--- config.mk ---
export PLATFORM = sky130hd
export DESIGN_NAME = afs_device_flat
export DESIGN_NICKNAME = d
export VERILOG_FILES = /design/src/logic/afs_pkg.sv /design/src/logic/afs_if.sv /design/src/logic/afs_device.sv /design/src/flat_wrapper.sv
export SDC_FILE = /design/constraint.sdc
export NUM_CORES = 1
export LEC_CHECK = 0
export BUFFER_PORTS_ARGS = -buffer_cell sky130_fd_sc_hd__buf_4
export CAP_MARGIN = 10
export CORE_MARGIN = 5
export CORE_UTILIZATION = 47
export DETAILED_ROUTE_END_ITERATION = 16
export MAX_ROUTING_LAYER = met4
export PLACE_DENSITY = 0.74
export SLEW_MARGIN = 30
export SYNTH_ARGS = -nofsm -noshare
export SYNTH_HDL_FRONTEND = slang
export SYNTH_SLANG_ARGS = --single-unit
--- constraint.sdc ---
create_clock -name pclk -period 3.4 [get_ports pclk]
set_input_delay 0.17 -clock pclk [delete_from_list [all_inputs] [get_ports pclk]]
set_output_delay 0.17 -clock pclk [all_outputs]
set_load 0.03 [all_outputs]
--- src/logic/afs_pkg.sv ---
`default_nettype none
package afs_pkg;
  // Control port map of the amplifier (byte offsets on the link).
  localparam logic [7:0] CTRL_ADDR      = 8'h01;
  localparam logic [7:0] FAULT_ADDR     = 8'h08;
  localparam logic [7:0] RSVD_LO_ADDR   = 8'h09;
  localparam logic [7:0] RSVD_HI_ADDR   = 8'h0f;
  // Fault register layout.
  localparam int         SCALE_LSB      = 4;
  localparam int         CLK_FAULT_BIT  = 3;
  localparam int         OC_FAULT_BIT   = 2;
  localparam int         DC_FAULT_BIT   = 1;
  localparam int         OT_FAULT_BIT   = 0;
  localparam logic [7:0] FAULT_WR_MASK  = 8'h30;
  localparam logic [1:0] SCALE_RESET    = 2'h0;
  localparam logic [1:0] SCALE_FULL     = 2'h0;
  localparam logic [1:0] SCALE_75       = 2'h1;
  localparam logic [1:0] SCALE_50       = 2'h2;
  localparam logic [1:0] SCALE_25       = 2'h3;
  // Control register: bit 0 high lets the amplifier run.
  localparam int         RUN_BIT        = 0;
  localparam logic       RUN_RESET      = 1'b1;
  // Host APB register map (byte addresses).
  localparam logic [7:0] H_CMD_ADDR     = 8'h00;
  localparam logic [7:0] H_STAT_ADDR    = 8'h04;
  localparam logic [7:0] H_PIN_ADDR     = 8'h08;
  localparam logic [7:0] H_ISTAT_ADDR   = 8'h0c;
  localparam logic [7:0] H_IMASK_ADDR   = 8'h10;
  localparam int         CMD_WRITE_BIT  = 16;
  localparam int         STAT_BUSY_BIT  = 8;
  localparam int         EV_DONE        = 0;
  localparam int         EV_REFUSED     = 1;
  localparam int         EV_FAULT       = 2;
  localparam int         NUM_EV         = 3;
  localparam logic       SD_PIN_RESET   = 1'b0;
endpackage
`default_nettype wire
--- src/logic/afs_if.sv ---
`timescale 1ns/100ps
`default_nettype none
interface afs_if;
  logic       ctl_req;
  logic       ctl_we;
  logic [7:0] ctl_addr;
  logic [7:0] ctl_wdata;
  logic       ctl_ack;
  logic [7:0] ctl_rdata;
  logic       speaker_shutdown_n;

  modport device (
    input  ctl_req,
    input  ctl_we,
    input  ctl_addr,
    input  ctl_wdata,
    input  speaker_shutdown_n,
    output ctl_ack,
    output ctl_rdata
  );
  modport host (
    output ctl_req,
    output ctl_we,
    output ctl_addr,
    output ctl_wdata,
    output speaker_shutdown_n,
    input  ctl_ack,
    input  ctl_rdata
  );
endinterface
`default_nettype wire

--- src/logic/afs_device.sv ---
// Function
// - Scale field picks 100, 75, 50, 25 percent
// - Top two bits reserved, read zero
// - Clock fault flag follows clock error
// - Clock fault self-clears, operation resumes
// - Overcurrent above threshold sets latched flag
// - Overcurrent stays until shutdown toggle
// - DC offset excess sets latched flag
// - DC offset stays until shutdown toggle
// - Overtemperature sets latched flag
// - Overtemperature stays until shutdown toggle
// - Host avoids reserved offsets 0x09 to 0x0F
// - Fault register lives at offset 0x08
// - Pin low or control bit clear shuts down
//
// Local design decisions: the APB register port and the register addresses.
`timescale 1ns/100ps
`default_nettype none
module afs_device #(
  parameter logic [7:0] OC_FULL_LEVEL = 8'hc0
) (
  // Clock and reset.
  input  wire logic       pclk,
  input  wire logic       presetn,
  input  wire logic       pclk_en,
  // Control port and shutdown pin.
  afs_if.device           link,
  // Analogue detector levels, asynchronous to pclk.
  input  wire logic       clock_error_i,
  input  wire logic [7:0] oc_current_i,
  input  wire logic       dc_offset_over_i,
  input  wire logic       overtemp_over_i,
  // Amplifier state.
  output logic            amp_run_o,
  output logic [7:0]      oc_limit_o,
  output logic [3:0]      fault_flags_o
);

  ////////////////////////////////////////////////////////////////////////////
  // Input synchronisers.

  logic       clk_err_s1_reg;
  logic       clk_err_s2_reg;
  logic       dc_s1_reg;
  logic       dc_s2_reg;
  logic       ot_s1_reg;
  logic       ot_s2_reg;
  logic       sd_s1_reg;
  logic       sd_s2_reg;
  logic [7:0] cur_s1_reg;
  logic [7:0] cur_s2_reg;

  // The current sample is a slow converter output, so a word-wide two-flop
  // stage is accepted; a torn sample only shifts the trip by one sample.
  always_ff @(posedge pclk or negedge presetn) begin
    if (!presetn) begin
      clk_err_s1_reg <= 1'b0;
      clk_err_s2_reg <= 1'b0;
      dc_s1_reg      <= 1'b0;
      dc_s2_reg      <= 1'b0;
      ot_s1_reg      <= 1'b0;
      ot_s2_reg      <= 1'b0;
      sd_s1_reg      <= 1'b0;
      sd_s2_reg      <= 1'b0;
      cur_s1_reg     <= 8'h00;
      cur_s2_reg     <= 8'h00;
    end else if (pclk_en) begin
      clk_err_s1_reg <= clock_error_i;
      clk_err_s2_reg <= clk_err_s1_reg;
      dc_s1_reg      <= dc_offset_over_i;
      dc_s2_reg      <= dc_s1_reg;
      ot_s1_reg      <= overtemp_over_i;
      ot_s2_reg      <= ot_s1_reg;
      sd_s1_reg      <= link.speaker_shutdown_n;
      sd_s2_reg      <= sd_s1_reg;
      cur_s1_reg     <= oc_current_i;
      cur_s2_reg     <= cur_s1_reg;
    end
  end

  ////////////////////////////////////////////////////////////////////////////
  // Control register writes.

  logic [1:0] scale_reg;
  logic       run_ctrl_reg;
  logic       wr_fault;
  logic       wr_ctrl;

  assign wr_fault = link.ctl_req && link.ctl_we &&
                    (link.ctl_addr == afs_pkg::FAULT_ADDR);
  assign wr_ctrl  = link.ctl_req && link.ctl_we &&
                    (link.ctl_addr == afs_pkg::CTRL_ADDR);

  // Only the scale field takes write data; reserved and flag bits drop.
  always_ff @(posedge pclk or negedge presetn) begin
    if (!presetn) begin
      scale_reg <= afs_pkg::SCALE_RESET;
    end else if (pclk_en && wr_fault) begin
      scale_reg <= link.ctl_wdata[afs_pkg::SCALE_LSB +: 2];
    end
  end

  always_ff @(posedge pclk or negedge presetn) begin
    if (!presetn) begin
      run_ctrl_reg <= afs_pkg::RUN_RESET;
    end else if (pclk_en && wr_ctrl) begin
      run_ctrl_reg <= link.ctl_wdata[afs_pkg::RUN_BIT];
    end
  end

  ////////////////////////////////////////////////////////////////////////////
  // Overcurrent trip level.

  logic [7:0] limit_next;
  logic [7:0] limit_reg;

  always_comb begin
    unique case (scale_reg)
      afs_pkg::SCALE_FULL: limit_next = OC_FULL_LEVEL;
      afs_pkg::SCALE_75:   limit_next = OC_FULL_LEVEL - (OC_FULL_LEVEL >> 2);
      afs_pkg::SCALE_50:   limit_next = OC_FULL_LEVEL >> 1;
      afs_pkg::SCALE_25:   limit_next = OC_FULL_LEVEL >> 2;
    endcase
  end

  always_ff @(posedge pclk or negedge presetn) begin
    if (!presetn) begin
      limit_reg <= OC_FULL_LEVEL;
    end else if (pclk_en) begin
      limit_reg <= limit_next;
    end
  end

  ////////////////////////////////////////////////////////////////////////////
  // Shutdown and recovery.

  logic shutdown;
  logic shut_d_reg;
  logic recover;

  assign shutdown = !sd_s2_reg || !run_ctrl_reg;
  // Leaving shutdown completes the low-then-high toggle.
  assign recover  = shut_d_reg && !shutdown;

  always_ff @(posedge pclk or negedge presetn) begin
    if (!presetn) begin
      shut_d_reg <= 1'b1;
    end else if (pclk_en) begin
      shut_d_reg <= shutdown;
    end
  end

  ////////////////////////////////////////////////////////////////////////////
  // Fault flags.

  logic clk_fault_reg;
  logic oc_fault_reg;
  logic dc_fault_reg;
  logic ot_fault_reg;
  logic oc_over;

  assign oc_over = cur_s2_reg > limit_reg;

  // The clock flag is a plain level with no latch.
  always_ff @(posedge pclk or negedge presetn) begin
    if (!presetn) begin
      clk_fault_reg <= 1'b0;
    end else if (pclk_en) begin
      clk_fault_reg <= clk_err_s2_reg;
    end
  end

  // Setting is tested first so that a fault arriving in the recovery cycle
  // is kept rather than wiped by the toggle.
  always_ff @(posedge pclk or negedge presetn) begin
    if (!presetn) begin
      oc_fault_reg <= 1'b0;
    end else if (pclk_en) begin
      if (oc_over) begin
        oc_fault_reg <= 1'b1;
      end else if (recover) begin
        oc_fault_reg <= 1'b0;
      end
    end
  end

  always_ff @(posedge pclk or negedge presetn) begin
    if (!presetn) begin
      dc_fault_reg <= 1'b0;
    end else if (pclk_en) begin
      if (dc_s2_reg) begin
        dc_fault_reg <= 1'b1;
      end else if (recover) begin
        dc_fault_reg <= 1'b0;
      end
    end
  end

  // A die that is still hot at recovery keeps the flag set; a recovery once the die is cool clears it.
  always_ff @(posedge pclk or negedge presetn) begin
    if (!presetn) begin
      ot_fault_reg <= 1'b0;
    end else if (pclk_en) begin
      if (ot_s2_reg) begin
        ot_fault_reg <= 1'b1;
      end else if (recover) begin
        ot_fault_reg <= 1'b0;
      end
    end
  end

  ////////////////////////////////////////////////////////////////////////////
  // Control port answers.

  logic       ack_reg;
  logic [7:0] rdata_reg;
  logic [7:0] fault_word;

  assign fault_word = {2'h0, scale_reg, clk_fault_reg, oc_fault_reg,
                       dc_fault_reg, ot_fault_reg};

  always_ff @(posedge pclk or negedge presetn) begin
    if (!presetn) begin
      ack_reg <= 1'b0;
    end else if (pclk_en) begin
      ack_reg <= link.ctl_req;
    end
  end

  // Unmapped offsets read as zero.
  always_ff @(posedge pclk or negedge presetn) begin
    if (!presetn) begin
      rdata_reg <= 8'h00;
    end else if (pclk_en && link.ctl_req && !link.ctl_we) begin
      if (link.ctl_addr == afs_pkg::FAULT_ADDR) begin
        rdata_reg <= fault_word;
      end else if (link.ctl_addr == afs_pkg::CTRL_ADDR) begin
        rdata_reg <= {7'h00, run_ctrl_reg};
      end else begin
        rdata_reg <= 8'h00;
      end
    end
  end

  assign link.ctl_ack   = ack_reg;
  assign link.ctl_rdata = rdata_reg;

  ////////////////////////////////////////////////////////////////////////////
  // Amplifier status outputs.

  logic run_reg;

  always_ff @(posedge pclk or negedge presetn) begin
    if (!presetn) begin
      run_reg <= 1'b0;
    end else if (pclk_en) begin
      run_reg <= !shutdown && !clk_err_s2_reg && !oc_fault_reg &&
                 !dc_fault_reg && !ot_fault_reg;
    end
  end

  assign amp_run_o     = run_reg;
  assign oc_limit_o    = limit_reg;
  assign fault_flags_o = fault_word[3:0];

endmodule
`default_nettype wire

--- src/flat_wrapper.sv ---
// flat-port wrapper written by rule: the top's interface ports become plain ports
module afs_device_flat 
#(
  parameter logic [7:0] OC_FULL_LEVEL = 8'hc0
)
  (pclk, presetn, pclk_en, clock_error_i, oc_current_i, dc_offset_over_i, overtemp_over_i, amp_run_o, oc_limit_o, fault_flags_o, link_ctl_req, link_ctl_we, link_ctl_addr, link_ctl_wdata, link_speaker_shutdown_n, link_ctl_ack, link_ctl_rdata);
  afs_if link_i ();
  input  wire logic pclk;
  input  wire logic presetn;
  input  wire logic pclk_en;
  input  wire logic clock_error_i;
  input  wire logic [7:0] oc_current_i;
  input  wire logic dc_offset_over_i;
  input  wire logic overtemp_over_i;
  output logic amp_run_o;
  output logic [7:0] oc_limit_o;
  output logic [3:0] fault_flags_o;
  input wire logic [$bits(link_i.ctl_req)-1:0] link_ctl_req;
  input wire logic [$bits(link_i.ctl_we)-1:0] link_ctl_we;
  input wire logic [$bits(link_i.ctl_addr)-1:0] link_ctl_addr;
  input wire logic [$bits(link_i.ctl_wdata)-1:0] link_ctl_wdata;
  input wire logic [$bits(link_i.speaker_shutdown_n)-1:0] link_speaker_shutdown_n;
  output wire logic [$bits(link_i.ctl_ack)-1:0] link_ctl_ack;
  output wire logic [$bits(link_i.ctl_rdata)-1:0] link_ctl_rdata;
  assign link_i.ctl_req = link_ctl_req;
  assign link_i.ctl_we = link_ctl_we;
  assign link_i.ctl_addr = link_ctl_addr;
  assign link_i.ctl_wdata = link_ctl_wdata;
  assign link_i.speaker_shutdown_n = link_speaker_shutdown_n;
  assign link_ctl_ack = link_i.ctl_ack;
  assign link_ctl_rdata = link_i.ctl_rdata;
  afs_device #(.OC_FULL_LEVEL(OC_FULL_LEVEL)) u_core (.pclk(pclk), .presetn(presetn), .pclk_en(pclk_en), .link(link_i), .clock_error_i(clock_error_i), .oc_current_i(oc_current_i), .dc_offset_over_i(dc_offset_over_i), .overtemp_over_i(overtemp_over_i), .amp_run_o(amp_run_o), .oc_limit_o(oc_limit_o), .fault_flags_o(fault_flags_o));
endmodule
==> key figures <==
Global route
  • GRT Overall Usage: 13.5%
  • Largest net degree at the start of global routing: 45
  • First-pass GRT wire length: approximately 5.4 mm
  • Antenna violations before repair: 0
  • GRT Residual Overflow: 0
  • Vias in the first global route: between 1k and 1.5k

Worst setup path
  • Crit. End Element: flip-flop
  • Reg2reg start: u_core.oc_limit_o[5]$_DFFE_PN0P_
  • Worst Path Required: between 3000 and 4000 ps
  • CP Launch Type: flip-flop
  • CP most frequent cell: or4b_1
  • R2R cell count: 5
  • Kind of critical path: reg2reg
  • Setup crit start: u_core.oc_limit_o[5]$_DFFE_PN0P_
  • Critical path's slowest cell: or4b_1
  • Arrival time worst endpoint: 2180 ps
  • Critical-path cell list: inv_1 -> ha_1 -> or4b_1 -> or4b_1 -> a32o_1
  • R2r endpoint: u_core.oc_fault_reg$_DFFE_PN0P_
  • Critical Path Max Stage Delay: 510 ps
  • CP Max Fanout: 2
  • Capture point of the worst path: u_core.oc_fault_reg$_DFFE_PN0P_
  • FF-to-FF setup slack: roughly 1400 ps

Min path
  • Worst min path class: in2reg

Clock tree
  • Cts-stage hold buffer count: 1
  • Cts repair resizes: 0
  • Clock Tree Buf Depth: 2
  • CTS Sinks: 44
  • CTS tree: built
  • Later-pin clock latency in the skew report: between 200 and 300 ps
  • Post-CTS Setup Repair Bufs: 0
  • Root buf cell: clkbuf_8
  • Clock transition at path regs: around 80 ps
  • Inserted Clock Buffers: 5
  • CTS H-tree depth: 2

Timing
  • Max-slew violations: 0
  • Hold_ws: 104 ps
  • Relative slew slack: between 60 and 70%
  • Clk_skew: about 2.4 ps
  • Sum Neg Setup Slack: 0 ps
  • Fin crit share: between 50% and 60%
  • Unrepaired setup endpoints after global routing: false
  • Worst-margin pin slew: about 520 ps
  • Final setup vio count: 0
  • Fmax: between 0.5 and 0.6 GHz
  • Fin. Hold Viols: 0
  • Final worst setup slack: around 1400 ps
  • Final min period: 1990 ps

Power
  • Power Dens Cells: 462 mW/mm^2
  • Peak supply drop: between 0.0002 and 0.0003 V
  • Lkg Pwr: around 0.0011 uW
  • Pwr Total: 1050 uW

Finish
  • Area Growth Syn to Fin: 21.6%
  • Most common cell after layout, fill and taps aside: buf_4
  • Number of nets in the layout: ~220
  • Fillers: roughly 330
  • Share of layout cells above drive strength 1: 46.2%
  • Antenna cells: 0
  • Final std cells w/o fill: roughly 230
  • Most frequent cells in the layout: 43 x buf_4, 40 x dfrtp_1, 28 x mux2_2

Logic synthesis
  • Synthesis-stage register bit count: 44
  • Register area share after synthesis: between 50% and 60%
  • Syn avg cell area: between 10 and 15 sq um
  • Synthesized cell area: 0.00187 sq mm
  • Warnings, synthesis: 0
  • Synth Instances: approximately 140
  • Synth cell types: 28

Drt
  • Detailed Route Iter0 Violations: between 70 and 80
  • Pre-antenna DRT Iters: 4
  • DRC errors left: 0
  • DR vias: around 1.2k
  • Final ANT Viol Nets: 0
  • Wire per inst: 14.1 um
  • Routed wire length: ~3.3 mm
  • DR vias/cell: 5.04

Floorplan
  • Rows: 23
  • Starting Density: between 40% and 50%
  • Width of the die: 73.1 um
  • Core Area: around 0.0039 sq mm
  • Num ports: 55
  • Die Footprint: 0.00534 sq mm
  • Chip Height: 73.1 um

Status
  • Status: complete, no violations

Place
  • Pre-CTS WS: between 1000 and 1500 ps
  • Placed insts: 223
  • RePlAce Congestion: slightly below 0.8
  • I/O Buffers: 43
  • Post-DP HPWL: roughly 2.4 mm

Job
  • Max_cap viols: 0
final cells by class:
class	instances	area, sq um	share of cell area (%)
inverter	7	26.3	1.16
tap	50	62.6	2.75
multi-input combinational	79	654	28.8
clock buffer	6	82.6	3.63
clock inverter	2	10.0	0.440
sequential	44	1110	48.6
timing repair buffer	44	333	14.6
worst min-delay path by stage:
stage	start	to	slack (ps)	cells after the start
floorplan	presetn	u_core.amp_run_o$_DFFE_PN0P_	-130	0
global placement	presetn	u_core.clk_err_s2_reg$_DFFE_PN0P_	180	1
detailed placement	presetn	u_core.clk_fault_reg$_DFFE_PN0P_	190	1
CTS	oc_current_i[2]	u_core.cur_s1_reg[2]$_DFFE_PN0P_	100	2
global route	oc_current_i[2]	u_core.cur_s1_reg[2]$_DFFE_PN0P_	90	2
finish	oc_current_i[2]	u_core.cur_s1_reg[2]$_DFFE_PN0P_	100	2
cell families (layout without fill, tap and decap cells):
group,after synthesis,after routing,share of synthesized area [%]
other cells,1,6,0.200
mux,28,28,16.9
fa+ha+maj,4,4,2.68
buf+inv,24,59,6.89
compound gates,19,19,7.22
flops,44,44,59.1
simple gates,22,22,7.02
routing by layer:
metal  track usage (%)  routed length [um]  up-vias
li1                  -                   -      564
met1              15.0                1360      565
met2              22.3                1640       34
met3              4.27                 253        6
met4              5.74                  21        0
met5                 -                   0        -
synthesized netlist by cell type:
cell type | count | share of area, %
dfrtp_1 | 40 | 54
mux2_2 | 28 | 17
buf_4 | 10 | 4.0
a22o_1 | 7 | 3.3
inv_1 | 7 | 1.4
clkbuf_1 | 6 | 1.2
nand2_1 | 5 | 1.0
o21ai_0 | 5 | 1.3
dfstp_2 | 4 | 5.6
ha_1 | 4 | 2.7
a21oi_1 | 3 | 0.80
nor2_1 | 3 | 0.60
and3_1 | 2 | 0.67
nand4_1 | 2 | 0.67
nor4_1 | 2 | 0.67
or4b_1 | 2 | 1.1
a221o_1 | 1 | 0.54
a31oi_1 | 1 | 0.33
a32o_1 | 1 | 0.54
and4b_1 | 1 | 0.54
buf_2 | 1 | 0.27
conb_1 | 1 | 0.20
nand2b_1 | 1 | 0.33
nand4b_1 | 1 | 0.47
nor3_1 | 1 | 0.27
o21a_1 | 1 | 0.40
or2_2 | 1 | 0.33
or4_1 | 1 | 0.40
stage by stage:
stage,area (sq um),util [%]
4_1_cts,2270,57.7
6_report,2270,57.7
3_3_place_gp,2170,55.1
3_5_place_dp,2170,55.1
2_1_floorplan,1890,-
5_1_grt,2270,57.7
report_power, final:
| group | internal, uW | switching [uW] | leakage [uW] | total (uW) |
|---|---|---|---|---|
| clock network | 162 | 166 | 0.0000510 | 328 |
| logic | 68.6 | 63.5 | 0.000506 | 132 |
| registers | 566 | 24.8 | 0.000527 | 590 |
| total | 796 | 255 | 0.00108 | 1050 |
worst max-delay path: cells and delay by family (launching register included):
family | cells | cell delay [ps]
buffers and inverters | 1 | 60
and+or+nand+nor | 2 | 930
DFF | 1 | 360
AOI/OAI and AO/OA | 1 | 250
adders and majority gates | 1 | 290
No activity file was read; power rests on OpenSTA's default activity.
